### config.mk
export PLATFORM = sky130hd
export DESIGN_NAME = circuit_breaker
export DESIGN_NICKNAME = d
export VERILOG_FILES = /design/src/core/breaker_pkg.sv /design/src/core/circuit_breaker.sv /design/src/core/persist_filter.sv
export VERILOG_INCLUDE_DIRS = /design/src /design/src/core
export SDC_FILE = /design/constraint.sdc
export NUM_CORES = 1
export LEC_CHECK = 0
export ABC_AREA = 1
export BUFFER_PORTS_ARGS = -buffer_cell sky130_fd_sc_hd__buf_4
export CAP_MARGIN = 25
export CORE_UTILIZATION = 40
export DETAILED_ROUTE_END_ITERATION = 12
export SLEW_MARGIN = 20
export SYNTH_ARGS = -nofsm -noshare
export SYNTH_HDL_FRONTEND = slang
export SYNTH_HIERARCHICAL = 1
export SYNTH_SLANG_ARGS = --single-unit
### constraint.sdc
create_clock -name i_mclk -period 1.9 [get_ports i_mclk]
set_input_delay 0.285 -clock i_mclk [delete_from_list [all_inputs] [get_ports i_mclk]]
set_output_delay 0.285 -clock i_mclk [all_outputs]
set_load 0.05 [all_outputs]
### src/core/breaker_cfg.svh
// constants for the two-channel circuit breaker
`ifndef BREAKER_CFG_SVH
`define BREAKER_CFG_SVH
`define CLK_PERIOD_NS 10
`define OV_FILTER_NS 18000
`define FAULT_FILTER_NS 15000
`define SLOW_DELAY_NS 15000
`define FAST_DELAY_NS 1000
`define RESET_FILTER_NS 15000
`define OV_CYCLES ((`OV_FILTER_NS + `CLK_PERIOD_NS - 1) / `CLK_PERIOD_NS)
`define FAULT_CYCLES ((`FAULT_FILTER_NS + `CLK_PERIOD_NS - 1) / `CLK_PERIOD_NS)
`define SLOW_CYCLES ((`SLOW_DELAY_NS + `CLK_PERIOD_NS - 1) / `CLK_PERIOD_NS)
`define FAST_CYCLES ((`FAST_DELAY_NS + `CLK_PERIOD_NS - 1) / `CLK_PERIOD_NS)
`define RESET_CYCLES ((`RESET_FILTER_NS + `CLK_PERIOD_NS - 1) / `CLK_PERIOD_NS)
`define INTEG_UP 58
`define INTEG_DOWN 1
`define INTEG_TRIP 100000
`endif

### src/core/breaker_pkg.sv
// types shared by the circuit breaker design
package breaker_pkg;
  typedef enum logic [1:0] {ST_RESET, ST_INIT, ST_ARMED, ST_TRIPPED} brk_state_t;
  typedef logic [1:0] chan_t;
endpackage

### src/core/circuit_breaker.sv
// fault latch, filters, integrator and arming of the two-channel breaker
`timescale 1ns/1ps
`default_nettype none
`include "breaker_cfg.svh"
module circuit_breaker #(
  parameter int OV_CNT = `OV_CYCLES,
  parameter int FLT_CNT = `FAULT_CYCLES,
  parameter int SLOW_CNT = `SLOW_CYCLES,
  parameter int FAST_CNT = `FAST_CYCLES,
  parameter int RST_CNT = `RESET_CYCLES,
  parameter int INTEG_TRIP = `INTEG_TRIP
) (
  input wire logic i_mclk,
  input wire logic i_arst_n,
  input wire logic i_master_enable_reset_low, // reset comparator: input below 0.4V
  input wire logic i_init_done, // initial timing cycle finished
  input wire logic i_startup_done, // start-up current loop disengaged
  input wire breaker_pkg::chan_t i_fb_over, // feedback above overvoltage level
  input wire breaker_pkg::chan_t i_slow_over, // sense above 25mV
  input wire breaker_pkg::chan_t i_fast_over, // sense above 100mV
  input wire logic i_fault_pin_low, // fault pin comparator sees a low
  output logic o_fault_out, // fault pin driven value (always low)
  output logic o_fault_oe, // fault pin pull-down enable
  output logic o_gate_enable, // gate drive allowed for both channels
  output logic o_integ_active, // integrator charging
  output logic o_tripped // breaker latch state
);
  import breaker_pkg::*;

  // whole state of the breaker in one record
  typedef struct packed {
    brk_state_t st;
    logic slow_armed;
    logic [19:0] integ;
    logic tripped;
  } cb_state_t;
  cb_state_t s_reg;
  cb_state_t s_next;

  logic [1:0] ov_hit; // per-channel filtered overvoltage
  logic [1:0] slow_hit; // per-channel slow persistence
  logic [1:0] fast_hit; // per-channel fast persistence
  logic ext_hit; // filtered external fault
  logic rst_hit; // filtered reset request
  logic armed; // breaker armed
  logic any_slow; // any slow overcurrent once the slow detectors are armed
  logic trip_now; // any trip cause this cycle
  logic integ_full; // integrator at or past its trip level

  assign armed = (s_reg.st == ST_ARMED);

  // per-channel filters for overvoltage, slow and fast detectors
  genvar g;
  generate
    for (g = 0; g < 2; g++) begin : g_ch
      // overvoltage filter, cleared while the breaker is disarmed
      persist_filter #(.LIMIT(OV_CNT)) u_ov (
        .i_mclk(i_mclk), .i_arst_n(i_arst_n), .i_clear(!armed),
        .i_cond(i_fb_over[g]), .o_hit(ov_hit[g]));
      // slow filter, held clear until the start-up loop lets go
      persist_filter #(.LIMIT(SLOW_CNT)) u_slow (
        .i_mclk(i_mclk), .i_arst_n(i_arst_n), .i_clear(!s_reg.slow_armed),
        .i_cond(i_slow_over[g]), .o_hit(slow_hit[g]));
      // fast filter, live from the end of the initial cycle
      persist_filter #(.LIMIT(FAST_CNT)) u_fast (
        .i_mclk(i_mclk), .i_arst_n(i_arst_n), .i_clear(!armed),
        .i_cond(i_fast_over[g]), .o_hit(fast_hit[g]));
    end
  endgenerate

  // external pull-down filter, blind to our own drive
  persist_filter #(.LIMIT(FLT_CNT)) u_ext (
    .i_mclk(i_mclk), .i_arst_n(i_arst_n), .i_clear(!armed),
    .i_cond(i_fault_pin_low), .o_hit(ext_hit));

  // reset pin must stay low beyond the filter time
  // never cleared, so a trip cannot block its own release
  persist_filter #(.LIMIT(RST_CNT)) u_rst (
    .i_mclk(i_mclk), .i_arst_n(i_arst_n), .i_clear(1'b0),
    .i_cond(i_master_enable_reset_low), .o_hit(rst_hit));

  // integrator charges only once the slow detectors are armed
  assign any_slow = s_reg.slow_armed && (|i_slow_over);
  // integrator reached its trip level
  assign integ_full = (s_reg.integ >= 20'(INTEG_TRIP));
  // any filtered cause trips, but only while armed
  assign trip_now = armed && ((|ov_hit) || (|fast_hit) || ext_hit
                    || (|slow_hit) || integ_full);

  // sequencing, integrator and trip latch
  always_comb begin
    s_next = s_reg;
    case (s_reg.st)
      ST_RESET: begin
        // waits in off state until reset released
        s_next.tripped = 1'b0;
        s_next.slow_armed = 1'b0;
        s_next.integ = '0;
        if (!i_master_enable_reset_low) begin
          s_next.st = ST_INIT;
        end
      end
      ST_INIT: begin
        // detectors held clear until the initial cycle ends
        if (i_init_done) begin
          s_next.st = ST_ARMED;
        end
      end
      ST_ARMED: begin
        // protected start-up: fast, overvoltage and pin live
        if (i_startup_done) begin
          s_next.slow_armed = 1'b1;
        end
        if (any_slow) begin
          s_next.integ = s_reg.integ + 20'(`INTEG_UP);
        end else if (s_reg.integ != '0) begin
          s_next.integ = s_reg.integ - 20'(`INTEG_DOWN);
        end
        if (trip_now) begin
          s_next.st = ST_TRIPPED;
          s_next.tripped = 1'b1;
          s_next.integ = '0;
          s_next.slow_armed = 1'b0;
        end
      end
      ST_TRIPPED: begin
        // latch holds, integrator held low until reset
        s_next.integ = '0;
        s_next.tripped = 1'b1;
      end
      default: begin
        // unused code falls back to the safe reset state
        s_next.st = ST_RESET;
      end
    endcase
    // filtered reset clears from any state
    if (rst_hit) begin
      s_next.st = ST_RESET;
      s_next.tripped = 1'b0;
      s_next.slow_armed = 1'b0;
      s_next.integ = '0;
    end
  end

  // state register
  // async reset lands in the off state with the latch clear
  always_ff @(posedge i_mclk or negedge i_arst_n) begin
    if (!i_arst_n) begin
      s_reg <= '{st: ST_RESET, slow_armed: 1'b0, integ: '0, tripped: 1'b0};
    end else begin
      s_reg <= s_next;
    end
  end

  // outputs from state; integrator activity also follows the slow inputs
  assign o_fault_out = 1'b0;
  assign o_fault_oe = s_reg.tripped;
  assign o_gate_enable = armed && !s_reg.tripped;
  assign o_integ_active = any_slow;
  assign o_tripped = s_reg.tripped;

  // checks
  // a latched trip keeps both gates off and the pin pulled
  trip_gates_a: assert property (@(posedge i_mclk) disable iff (!i_arst_n)
    o_tripped |-> !o_gate_enable && o_fault_oe) else $error("gates on during trip");
  // any cause while armed latches at the next edge
  trip_next_a: assert property (@(posedge i_mclk) disable iff (!i_arst_n)
    trip_now && !rst_hit |=> o_tripped) else $error("trip not latched");
  // fast detector of channel 0 trips
  fast_trip_a: assert property (@(posedge i_mclk) disable iff (!i_arst_n)
    armed && fast_hit[0] && !rst_hit |=> o_tripped) else $error("fast miss");
  // overvoltage of channel 1 trips
  ov_trip_a: assert property (@(posedge i_mclk) disable iff (!i_arst_n)
    armed && ov_hit[1] && !rst_hit |=> o_tripped) else $error("ov miss");
  // filtered external pull-down trips
  ext_trip_a: assert property (@(posedge i_mclk) disable iff (!i_arst_n)
    armed && ext_hit && !rst_hit |=> o_tripped) else $error("ext miss");
  // slow detector of channel 1 trips
  slow_trip_a: assert property (@(posedge i_mclk) disable iff (!i_arst_n)
    armed && slow_hit[1] && !rst_hit |=> o_tripped) else $error("slow miss");
  // integrator past its level trips and is cleared
  integ_trip_a: assert property (@(posedge i_mclk) disable iff (!i_arst_n)
    armed && integ_full && !rst_hit |=> o_tripped && s_reg.integ == '0)
    else $error("integrator trip miss");
  // slow detectors idle outside the armed state
  slow_idle_a: assert property (@(posedge i_mclk) disable iff (!i_arst_n)
    s_reg.st != ST_ARMED |-> !s_reg.slow_armed) else $error("slow armed out of state");
  // integrator quiet before the slow detectors arm
  slow_gate_a: assert property (@(posedge i_mclk) disable iff (!i_arst_n)
    !s_reg.slow_armed |-> !o_integ_active) else $error("slow early");
  // integrator climbs at its charge step
  integ_up_a: assert property (@(posedge i_mclk) disable iff (!i_arst_n)
    any_slow && !trip_now && !rst_hit && armed |=> s_reg.integ == $past(s_reg.integ)
    + 20'(`INTEG_UP)) else $error("integrator not rising");
  // integrator bleeds down while both channels are quiet
  integ_down_a: assert property (@(posedge i_mclk) disable iff (!i_arst_n)
    armed && !any_slow && s_reg.integ != '0 && !trip_now && !rst_hit
    |=> s_reg.integ == $past(s_reg.integ) - 20'(`INTEG_DOWN))
    else $error("integrator not falling");
  // no trip and fast detectors clear before the initial cycle ends
  init_hold_a: assert property (@(posedge i_mclk) disable iff (!i_arst_n)
    s_reg.st == ST_INIT |=> !o_tripped && fast_hit == '0)
    else $error("trip before arming");
  // filtered reset clears the latch
  reset_clear_a: assert property (@(posedge i_mclk) disable iff (!i_arst_n)
    rst_hit |=> !o_tripped && s_reg.st == ST_RESET) else $error("reset no clear");
  // pin released once the latch is clear
  pull_release_a: assert property (@(posedge i_mclk) disable iff (!i_arst_n)
    !o_tripped |-> !o_fault_oe) else $error("pin pulled without trip");
  // gates stay off coming out of reset
  unarmed_safe_a: assert property (@(posedge i_mclk) disable iff (!i_arst_n)
    s_reg.st == ST_RESET |=> !o_gate_enable) else $error("gate on in reset");
  // reset release moves to the off, timing state
  release_off_a: assert property (@(posedge i_mclk) disable iff (!i_arst_n)
    s_reg.st == ST_RESET && !i_master_enable_reset_low && !rst_hit
    |=> s_reg.st == ST_INIT && !o_gate_enable && !o_tripped)
    else $error("no clean release");
  // main scenarios seen
  trip_seen_c: cover property (@(posedge i_mclk) disable iff (!i_arst_n) $rose(o_tripped));
  retry_c: cover property (@(posedge i_mclk) disable iff (!i_arst_n) $fell(o_tripped));
  slow_arm_c: cover property (@(posedge i_mclk) disable iff (!i_arst_n) $rose(s_reg.slow_armed));
  ext_trip_c: cover property (@(posedge i_mclk) disable iff (!i_arst_n)
    armed && ext_hit);
  integ_trip_c: cover property (@(posedge i_mclk) disable iff (!i_arst_n)
    armed && integ_full);
endmodule
`default_nettype wire

### src/core/persist_filter.sv
// counts cycles a condition holds and flags once it outlasts a limit
`timescale 1ns/1ps
`default_nettype none
module persist_filter #(
  parameter int LIMIT = 100
) (
  input wire logic i_mclk,
  input wire logic i_arst_n,
  input wire logic i_clear,
  input wire logic i_cond,
  output logic o_hit
);
  typedef struct packed {
    logic [19:0] cnt;
    logic hit;
  } pf_state_t;
  pf_state_t s_reg;
  pf_state_t s_next;

  // counter restarts whenever the condition drops
  always_comb begin
    s_next = s_reg;
    if (i_clear || !i_cond) begin
      s_next.cnt = '0;
      s_next.hit = 1'b0;
    end else if (s_reg.cnt >= 20'(LIMIT)) begin
      s_next.hit = 1'b1;
    end else begin
      s_next.cnt = s_reg.cnt + 20'h0_0001;
    end
  end

  // state register
  always_ff @(posedge i_mclk or negedge i_arst_n) begin
    if (!i_arst_n) begin
      s_reg <= '0;
    end else begin
      s_reg <= s_next;
    end
  end

  assign o_hit = s_reg.hit;
endmodule
`default_nettype wire

Yosys cells after proc, flatten, opt, wreduce, memory -nomap -nowiden
Cells that the tools add are included.
- $add $sub $neg: 10
- $mul: 0
- divide/modulo/power cells: 0
- $lt $le $gt $ge: 9
- eq/ne operators: 17
- shift-type cells: 0
- muxes and demuxes: 34
- bitwise operators: 0
- reductions and logical operators: 44
- operators with widths (cell ; count):
    $mux W20 ; 10
    $mux W21 ; 8
    $add A20 B1 Y20 const B ; 8
    $ge A20 B11 Y1 const B ; 6
    $pmux W21 S3 ; 1
    $mux W24 ; 2
    $ge A20 B7 Y1 const B ; 2
    $add A20 B6 Y20 const B ; 1
    $ge A20 B17 Y1 const B ; 1
    $reduce_bool A20 Y1 ; 1
    $sub A20 B1 Y20 const B ; 1
    $ne A2 B1 Y1 const B ; 8
    $reduce_bool A2 Y1 ; 7
    $logic_or A1 B1 Y1 ; 11
    $logic_not A1 Y1 ; 10
    $mux W1 ; 9
    $reduce_bool A4 Y1 ; 2
    $reduce_or A2 Y1 ; 4
    $ne A3 B2 Y1 const B ; 2
    $pmux W2 S3 ; 1
    $reduce_and A2 Y1 ; 3
    $ne A5 B2 Y1 const B ; 1
    $eq A2 B2 Y1 const B ; 2
    $mux W2 ; 2
    9 further kinds ; 11
- flip-flop bits (word level): 192
- latch bits: 0
- memory bits (writable): 0
- ROM bits: 0
- bits of input ports: 12
- logic and storage cells: 134
- memories: 0

Depth between registers and ports, before layout
Gate-level depths: netlist (run 1).
- depth after elaboration: 9
- gate-level depth with buffers: 13

Modules after synthesis
The synthesis (run 1) kept the hierarchy.
- by module, submodules not included (module ; instances ; cells an instance ; area an instance (um^2)):
    persist_filter at g_ch[0].u_slow ... ; 4 ; 150 ; 1127.3
    persist_filter at g_ch[0].u_ov ... ; 2 ; 139 ; 1123.6
    persist_filter at g_ch[0].u_fast ... ; 2 ; 124 ; 1014.7
    circuit_breaker ; 1 ; 292 ; 1890.6

Worst setup path after synthesis (run 1)
No wires, ideal clock.
- kind: reg-to-output
- start: register s_reg[22] (netlist name)
- end: output o_gate_enable
- data arrival time: 1.496 ns
- data required time: 1.615 ns
- path slack: 0.119 ns
- cell stages (with the launch flop): 5
- path buffers: 0
- cell sequence: dfrtp_1 -> inv_1 -> ha_1 -> inv_1 -> nor2_1
- RTL lines (element ; RTL line ; text):
    to (decl) ; circuit_breaker.sv:24 ; output logic o_gate_enable,

==> summary.txt, run 1 <==
Routing
  • Drt initial violations: 368
  • Number of detailed-route iterations in the first pass: 9
  • DRC errors left: 2
  • Vias per cell: 4.63
  • DR WL/cell: 10.9 um
  • ANT nets after route: 0
  • Final wirelength: 19700 um
  • Via count: between 8000 and 9000

Clock tree
  • CTS tree: built
  • Reg clk slew, reported paths: about 0.070 ns
  • Clock Latency Late Sink: roughly 0.43 ns
  • Clk root buf: clkbuf_16
  • Clock sinks: between 150 and 200
  • Cts bufs inserted: 17
  • H-tree Lvls: 4
  • CTS Buffer Depth: 2

Layout
  • Ant diodes: 0
  • Fin util: 45.6%
  • Layout cells sized above 1: 12.1%
  • Layout area overhead: 11.6%
  • Number of nets in the layout: 1487

Synthesis
  • EDFF count, synth: 0
  • XOR/XNOR share of the synthesized area: 2.54%
  • Synth Area in Compound Gates: 3.64%
  • Count leader, synth: nand2_1
  • Sequential cell area fraction in the yosys report: 45.0%
  • Largest family of logic cells by synthesized area: simple AND/OR/NAND/NOR gates
  • Synth Register Bits: 192
  • Area share of and/or/nand/nor cells after synthesis: 36.6%
  • Most used flip-flop cell after synthesis: dfrtp_1
  • Ys async rst share: 100%
  • Most frequent cells after synthesis: nand2_1, nor2_1, inv_1
  • Count of cell types in the netlist: 42
  • Adder-Cell Fraction of Synth Area: 2.81%
  • Cell area after synthesis: 10700 sq um
  • Mux cell area share after synthesis: 0%
  • Avg Cell Area, Syn: 7.53 sq um
  • Synth warnings: 6
  • Top area cells in the synthesized netlist: dfrtp_1, nand2_1, nor2_1
  • Synthesized instance count: 1418
  • Share of the synthesized area in the top cell type: 45.0%
  • Dominant cell type by area after synthesis: dfrtp_1

Timing
  • Slew Limit Fails: 0
  • Setup TNS: 0 ns
  • Layout Skew: 0.0134 ns
  • Final setup margin: 0.0642 ns
  • Endpoints failing hold: 0
  • Fmax: between 500 and 600 MHz
  • RSZ-0062 raised after global routing: yes
  • Fin crit share: 96.6%
  • Minimum clock period: 1.84 ns
  • Setup violators final: 0

Setup path
  • WP data required: around 1.6 ns
  • Critical Path Slowest Stage Cell: dfrtp_1
  • Worst Path Arrival: 1.55 ns
  • Max FO, Critical Path: 5
  • Crit path launch type: register
  • Max incr delay on CP: 0.39 ns
  • Crit path capture type: primary output
  • Family with the most delay on the worst path: buffers and inverters
  • Crit-path cells: inv_2 > ha_2 > inv_4 > buf_4 > nor2_4 > buf_6
  • Setup CP Type: reg -> out
  • Worst Path Buf+Inv: 4

Run status
  • Status: finished, violations left
  • Failing checks: design-rule violations

Power
  • Sequential share of power: between 40% and 50%
  • Sw frac: 34.7%
  • Clk pwr share: 31.0%
  • Lkg Pwr: just under 6 nW
  • VDD IR max: approximately 510 uV
  • Total power: 11.2 mW
  • Comb power frac: 28.8%
  • Pwr dens: 942 nW/um^2
  • Psw: a little under 4 mW
  • Int Pwr: 7.33 mW

Floorplan
  • DIE WIDTH: 165 um
  • Die area: 27300 sq um
  • Row count: slightly below 60
  • Core outline area: 26100 sq um
  • Io pins: 17
  • Initial core utilization: 40.9%
  • Die Y: 165 um

Placed design
  • Final RePlAce weighted congestion: 0.824
  • DP Wirelength: 13800 um
  • Port Buffers: 15
  • Setup WS pre-CTS: 0.0646 ns

Global route
  • Number of global-route vias before repair: 7780
  • Grt ovf: 0
  • Largest net degree at the start of global routing: 52
  • All-Layer GR Usage: approximately 16%
  • First-pass GRT wire length: 35600 um
  • Initial antenna violation count: 0

Min path
  • Hold Crit Class: in -> reg

Job
  • Max-Cap Viols: 0
[per-layer routing]
layer / vias up / share of wire [%] / GRT usage (%)
met5: - / 0 / 0
li1: 4401 / - / -
met4: 0 / 0.94 / 4.34
met3: 13 / 2.7 / 3.00
met1: 3831 / 51 / 21.8
met2: 85 / 45 / 25.6
[through the flow]
stage                     hold slack, ns  instance area [sq um]  cells
after detailed placement           0.209                  11300   1764
final                              0.167                  11900   1798
after global routing               0.187                  11900   1798
after CTS                          0.154                  11900   1797
after floorplan                  -0.0106                  10700   1419
after global placement             0.206                  11300   1764
[kinds of logic after synthesis]
family / Yosys count
compound gates: 63
xor+xnor: 31
fa+ha+maj: 24
buf+inv: 244
flops: 192
other cells: 1
simple gates: 863
[worst paths after layout]
check	slack, ns	cells after the start	from	to
max	0.06	6	s_reg[22]	o_gate_enable
min	0.17	3	i_startup_done	s_reg[21]
max reg2reg	0.14	12	s_reg[1]	s_reg[5]
min reg2reg	0.49	2	g_ch[1].u_slow/s_reg[17]	g_ch[1].u_slow/s_reg[17]
max in group asynchronous	1.01	3	i_arst_n	u_ext/s_reg[7]
min in group asynchronous	0.32	2	i_arst_n	g_ch[0].u_slow/s_reg[10]
[area by class of cell]
cell class	instances	area (sq um)
clock buffer	17	425
clock inverter	14	143
fill	2672	14200
inverter	215	813
multi-input combinational	983	4920
sequential	192	4800
tap	335	419
timing repair buffer	42	390
[power by group through the flow]
stage / Clock [mW] / Combinational [mW] / Sequential, mW
final: 3.48 / 3.23 / 4.51
after detailed placement: 0 / 3.09 / 4.57
after global placement: 0 / 3.05 / 4.57
after global routing: 3.77 / 3.69 / 4.54
after CTS: 3.63 / 3.13 / 4.50
after floorplan: 0 / 2.34 / 4.54
[what timing repair did]
action | 4_1_cts | 5_1_grt
pin swaps | 0 | 4
gates cloned | 0 | 0
hold buffers | 1 | 0
setup buffers | 1 | 1
hold endpoints to repair | 25 | 0
resized for setup | 5 | 11
setup endpoints to repair | 2 | 19
[tightest hold or removal path: cells and delay by family]
kind	cells	cell delay, ns
compound gates	2	0.17
buf+inv	1	0.09
[layout by cell type (no fill, tap or decap), types with 17 or more instances in the layout]
cell type,Yosys,routed
nand3_1,166,165
dfrtp_1,192,192
nor2_1,252,248
inv_1,199,196
nand2_1,351,351
xor2_1,28,28
clkbuf_16,0,17
o21ai_0,19,19
ha_1,24,22
nor2_4,20,22
buf_4,4,34
Note: power is estimated with default switching activity, not from simulation.
==> inputs of run 2 (changes only) <==
--- a/config.mk
+++ b/config.mk
@@ -9,10 +9,13 @@
 export ABC_AREA = 1
 export BUFFER_PORTS_ARGS = -buffer_cell sky130_fd_sc_hd__buf_4
 export CAP_MARGIN = 25
-export CORE_UTILIZATION = 40
+export CORE_MARGIN = 1.5
+export CORE_UTILIZATION = 57
 export DETAILED_ROUTE_END_ITERATION = 12
+export PLACE_DENSITY = 0.76
 export SLEW_MARGIN = 20
 export SYNTH_ARGS = -nofsm -noshare
 export SYNTH_HDL_FRONTEND = slang
 export SYNTH_HIERARCHICAL = 1
 export SYNTH_SLANG_ARGS = --single-unit
+export TNS_END_PERCENT = 10
==> run 2 against run 1 <==
The run still ends with design-rule violations left. Core utilization is 19 points higher. Wire length is 2.4% higher. Non-clock buffer count is 1 higher. Setup slack worse by 0.031 ns. Clock skew is 0.0047 ns lower. Final area is 0.98% lower. Sequential power hardly changed. First-iteration DRC count is 52% higher. Combinational power hardly changed. Critical path depth stayed put. Clock-buffer cell count is 1 higher. Critical path type unchanged. Critical endpoint unchanged. Largest power group unchanged.
==> summary.txt, run 2 (synthesis gave the netlist of run 1 again) <==
Floorplan
  • Initial core utilization: 58.8% (was 40.9%)
  • Die Y: 140 um (was 165 um)
  • Row count: 49 (was 59)
  • Io pins: 17 (unchanged)
  • Core outline area: 18100 sq um (was 26100 sq um)
  • DIE WIDTH: 140 um (was 165 um)
  • Die area: 19600 sq um (was 27300 sq um)

Timing
  • Final setup margin: 0.0331 ns (was 0.0642 ns)
  • Layout Skew: 0.00863 ns (was 0.0134 ns)
  • Fmax: 536 MHz (was 545 MHz)
  • Setup violators final: 0 (unchanged)
  • Slew Limit Fails: 0 (unchanged)
  • Minimum clock period: 1.87 ns (was 1.84 ns)
  • Fin crit share: 98.3% (was 96.6%)
  • Endpoints failing hold: 0 (unchanged)
  • RSZ-0062 raised after global routing: yes (unchanged)
  • Setup TNS: 0 ns (unchanged)
  • Hold slack final: 0.148 ns (was 0.167 ns)

Setup path
  • Setup CP Type: reg -> out (unchanged)
  • WP data required: 1.62 ns (about the same)
  • Crit-path cells: inv_2 > ha_2 > inv_4 > buf_4 > nor2_2 > buf_6 (was inv_2 > ha_2 > inv_4 > buf_4 > nor2_4 > buf_6)
  • Worst path depth: 6 (unchanged)
  • Max FO, Critical Path: 7 (was 5)
  • R2r startpoint: s_reg[2] (was s_reg[1])
  • Critical Path Sink: o_gate_enable (unchanged)
  • Family with the most delay on the worst path: buffers and inverters (unchanged)
  • Max incr delay on CP: 0.39 ns (about the same)
  • Critical path origin: s_reg[22] (unchanged)
  • Crit path launch type: register (unchanged)
  • Critical Path Slowest Stage Cell: dfrtp_1 (unchanged)
  • Crit path capture type: primary output (unchanged)
  • R2R setup slack: 0.12 ns (was 0.14 ns)
  • RR Endpoint: s_reg[17] (was s_reg[5])
  • Worst Path Arrival: 1.58 ns (was 1.55 ns)
  • Register-to-Register Path Depth: 11 (was 12)
  • Worst Path Buf+Inv: 4 (unchanged)

Routing
  • Number of detailed-route iterations in the first pass: 9 (unchanged)
  • DR WL/cell: 11.9 um (was 10.9 um)
  • DRC errors left: 2 (unchanged)
  • ANT nets after route: 0 (unchanged)
  • Via count: 8464 (was 8330)
  • Vias per cell: 5.00 (was 4.63)
  • Drt initial violations: 558 (was 368)
  • Final wirelength: 20100 um (was 19700 um)

Placed design
  • Port Buffers: 15 (unchanged)
  • Final RePlAce weighted congestion: 0.885 (was 0.824)
  • DP Wirelength: 14000 um (was 13800 um)
  • Setup WS pre-CTS: 0.0200 ns (was 0.0646 ns)

Clock tree
  • Reg clk slew, reported paths: 0.07 ns (about the same)
  • Clk root buf: clkbuf_16 (unchanged)
  • Clock sinks: 192 (unchanged)
  • CTS tree: built (unchanged)
  • Cts bufs inserted: 17 (unchanged)
  • Clock Latency Late Sink: 0.43 ns (about the same)
  • H-tree Lvls: 4 (unchanged)
  • CTS Buffer Depth: 2 (unchanged)

Min path
  • Hold Crit Class: in -> reg (unchanged)

Power
  • Pwr dens: 971 nW/um^2 (was 942 nW/um^2)
  • VDD IR max: 631 uV (was 509 uV)
  • Lkg Pwr: 5.87 nW (was 5.85 nW)
  • Total power: 11.5 mW (was 11.2 mW)

Layout
  • Number of nets in the layout: 1488 (was 1487)
  • Layout area overhead: 10.5% (was 11.6%)
  • Fin util: 65.0% (was 45.6%)
  • Most common cell after layout, fill and taps aside: nand2_1 (unchanged)
  • Ant diodes: 0 (unchanged)
  • Layout cells sized above 1: 12.0% (was 12.1%)
  • Commonest non-fill, non-tap cells in the layout: nand2_1, nor2_1, inv_1 (unchanged)

Run status
  • Failing checks: design-rule violations (unchanged)
  • Status: finished, violations left (unchanged)

Global route
  • Initial antenna violation count: 0 (unchanged)
  • All-Layer GR Usage: 22.2% (was 15.9%)
  • Grt ovf: 0 (unchanged)
  • Largest net degree at the start of global routing: 53 (was 52)
  • First-pass GRT wire length: 36100 um (was 35600 um)
  • Number of global-route vias before repair: 8157 (was 7780)

Job
  • Max-Cap Viols: 0 (unchanged)
-- run 2: worst min path at each step --
stage                   startpoint                 endpoint  slack, ns  cells past startpoint
floorplan                 i_arst_n     g_ch[0].u_fast/o_hit      -0.01                      0
global placement          i_arst_n  g_ch[0].u_slow/s_reg[2]       0.29                      1
detailed placement        i_arst_n  g_ch[0].u_slow/s_reg[1]       0.29                      1
CTS                 i_startup_done                s_reg[21]       0.14                      3
global route        i_startup_done                s_reg[21]       0.18                      3
finish              i_startup_done                s_reg[21]       0.15                      3
-- run 2: metal layers --
layer	part of all wire (%)	up-vias	wire (um)	global-route usage, %
li1	-	4400	-	-
met1	47	3940	9560	29.1
met2	49	100	9790	38.0
met3	2.4	24	488	3.92
met4	1.5	0	297	6.43
met5	0	-	0	0
-- run 2: per-stage QoR --
step	instance area (sq um)	cells
after floorplan	10700	1419
after global placement	11100	1657
after detailed placement	11100	1657
after CTS	11800	1690
after global routing	11800	1693
final	11800	1693
-- run 2: area by class of cell --
class | count | area (sq um)
Timing Repair Buffer | 43 | 389
Clock buffer | 18 | 429
Clock inverter | 13 | 188
Inverter | 215 | 813
Multi-Input combinational cell | 983 | 4890
Sequential cell | 192 | 4810
Tap cell | 229 | 287
Fill cell | 1492 | 6350
-- run 2: worst reg2reg max path, cell delays in order, from the launching register on --
cell	delay, ns
dfrtp_1	0.39
inv_2	0.11
ha_2	0.20
nand3_2	0.10
nor2_4	0.12
nand2_2	0.09
nor2_4	0.10
nand2_2	0.07
nand2_4	0.12
inv_2	0.13
a21oi_1	0.19
nor2_1	0.06
-- run 2: where the power goes --
group	total, mW	switching [mW]	internal (mW)	leakage [nW]
Combinational	3.21	2.12	1.09	2.91
Clock	3.73	1.53	2.20	0.293
Sequential	4.51	0.225	4.28	2.66
-- run 2: repair_timing --
action / 4_1_cts / 5_1_grt
hold endpoints to repair: 47 / 0
hold buffers: 1 / 0
setup buffers: 1 / 3
gates cloned: 0 / 0
setup endpoints to repair: 2 / 15
pin swaps: 0 / 2
gates resized for setup: 6 / 6
==> inputs of run 3 (changes only) <==
==> constraint.sdc (replaced) <==
create_clock -name i_mclk -period 1.9 [get_ports i_mclk]
set_input_delay 0.285 -clock i_mclk [delete_from_list [all_inputs] [get_ports i_mclk]]
set_output_delay 0.285 -clock i_mclk [all_outputs]
set_load 0.1 [all_outputs]
==> run 3 against run 2 <==
The run still ends with design-rule violations left. Cell count is 0.12% lower. Core utilization grew 0.097 points. Highest routed layer unchanged. Clock power down 3%. Fmax hardly changed.
==> summary.txt, run 3 (synthesis gave the netlist of run 1 again) <==
Layout
  • Fin cells: 1691 (was 1693)
  • Number of nets in the layout: 1486 (was 1488)
  • Most common cell after layout, fill and taps aside: nand2_1 (unchanged)
  • Layout cells sized above 1: 12.2% (was 12.0%)
  • Layout area overhead: 10.7% (was 10.5%)
  • Commonest non-fill, non-tap cells in the layout: nand2_1, nor2_1, inv_1 (unchanged)
  • Fin util: 65.1% (was 65.0%)
  • Ant diodes: 0 (unchanged)

Timing
  • Fin crit share: 98.2% (was 98.3%)
  • Fmax: 536 MHz (about the same)
  • Endpoints failing hold: 0 (unchanged)
  • Slew Limit Fails: 0 (unchanged)
  • RSZ-0062 raised after global routing: yes (unchanged)
  • Minimum clock period: 1.87 ns (about the same)
  • Setup violators final: 0 (unchanged)
  • Hold slack final: 0.160 ns (was 0.148 ns)
  • Layout Skew: 0.00711 ns (was 0.00863 ns)

Routing
  • DRC errors left: 1 (was 2)
  • Number of detailed-route iterations in the first pass: 9 (unchanged)
  • ANT nets after route: 0 (unchanged)
  • Final wirelength: 19900 um (was 20100 um)
  • DR WL/cell: 11.8 um (was 11.9 um)
  • Via count: 8516 (was 8464)
  • Drt initial violations: 504 (was 558)
  • Vias per cell: 5.04 (was 5.00)

Clock tree
  • CTS Buffer Depth: 2 (unchanged)
  • Clk root buf: clkbuf_16 (unchanged)
  • H-tree Lvls: 4 (unchanged)
  • Reg clk slew, reported paths: 0.06 ns (was 0.07 ns)
  • Clock Latency Late Sink: 0.43 ns (about the same)
  • Cts bufs inserted: 17 (unchanged)
  • Clock sinks: 192 (unchanged)
  • CTS tree: built (unchanged)

Global route
  • Largest net degree at the start of global routing: 50 (was 53)
  • Initial antenna violation count: 0 (unchanged)
  • First-pass GRT wire length: 35700 um (was 36100 um)
  • All-Layer GR Usage: 21.8% (was 22.2%)
  • Grt ovf: 0 (unchanged)
  • Number of global-route vias before repair: 7996 (was 8157)

Run status
  • Failing checks: design-rule violations (unchanged)
  • Status: finished, violations left (unchanged)

Setup path
  • Crit path launch type: register (unchanged)
  • Setup CP Type: reg -> out (unchanged)
  • Crit path capture type: primary output (unchanged)
  • Max FO, Critical Path: 4 (was 7)
  • WP data required: 1.62 ns (about the same)
  • Register-to-Register Path Depth: 10 (was 11)
  • Worst Path Arrival: 1.58 ns (about the same)

Power
  • VDD IR max: 689 uV (was 631 uV)
  • Lkg Pwr: 5.86 nW (was 5.87 nW)
  • Pwr dens: 979 nW/um^2 (was 971 nW/um^2)

Floorplan
  • Initial core utilization: 58.8% (unchanged)
  • Die Y: 140 um (unchanged)
  • Row count: 49 (unchanged)
  • Die area: 19600 sq um (unchanged)
  • DIE WIDTH: 140 um (unchanged)
  • Core outline area: 18100 sq um (unchanged)
  • Io pins: 17 (unchanged)

Min path
  • Hold Crit Class: in -> reg (unchanged)
  • Hold path depth: 3 (unchanged)

Placed design
  • Port Buffers: 15 (unchanged)
  • Placed Cells: 1654 (was 1657)
  • Final RePlAce weighted congestion: 0.883 (was 0.885)
  • DP Wirelength: 13800 um (was 14000 um)

Job
  • Max-Cap Viols: 0 (unchanged)
[run 3: per-stage QoR]
step	TNS [ns]	worst slack, ns	total power [mW]	instance area [sq um]
6_report	0	0.0333	11.6	11800
5_1_grt	-0.0391	-0.0261	12.2	11800
4_1_cts	0	0.00286	11.4	11700
3_5_place_dp	0	0.0271	7.69	11100
3_3_place_gp	0	0.129	7.62	11100
2_1_floorplan	-0.0989	-0.0989	6.97	10700
[run 3: critical path, cell delays in order, from the launching register on]
cell and delay, ns:
dfrtp_1 0.39, inv_2 0.07, ha_2 0.17, inv_1 0.07
buf_6 0.13, nor2_4 0.13, buf_12 0.18
[run 3: what timing repair did]
action / in CTS / in global routing
hold endpoints to repair: 44 / 0
setup endpoints to repair: 2 / 21
resized for setup: 9 / 19
buffers inserted: 3 / 2
cloned: 0 / 0
pin swaps: 1 / 5
hold buffers: 1 / 0
[run 3: cell type report]
| type | count | area [sq um] |
|---|---|---|
| multi-input combinational | 983 | 4940 |
| timing repair buffer | 41 | 383 |
| clock buffer | 21 | 450 |
| clock inverter | 10 | 136 |
| sequential | 192 | 4810 |
| tap | 229 | 287 |
| fill | 1530 | 6330 |
| inverter | 215 | 812 |
[run 3: power by group]
group	switching (mW)	internal, mW
Sequential	0.241	4.29
Clock	1.50	2.10
Combinational	2.29	1.16
[run 3: final timing paths]
check	from	slack, ns	end
min reg2reg	g_ch[1].u_ov/s_reg[13]	0.49	g_ch[1].u_ov/s_reg[13]
min	i_startup_done	0.16	s_reg[21]
max	s_reg[22]	0.03	o_gate_enable
max in group asynchronous	i_arst_n	0.94	g_ch[1].u_ov/s_reg[17]
max reg2reg	s_reg[22]	0.11	g_ch[0].u_fast/s_reg[5]
min in group asynchronous	i_arst_n	0.37	g_ch[0].u_slow/s_reg[18]
[run 3: per-layer routing]
metal / track usage, % / part of all wire [%] / wire, um
met5: 0 / 0 / 0
met4: 6.59 / 1.3 / 250
met3: 3.13 / 2.6 / 515
met1: 29.6 / 49 / 9670
met2: 36.4 / 47 / 9430
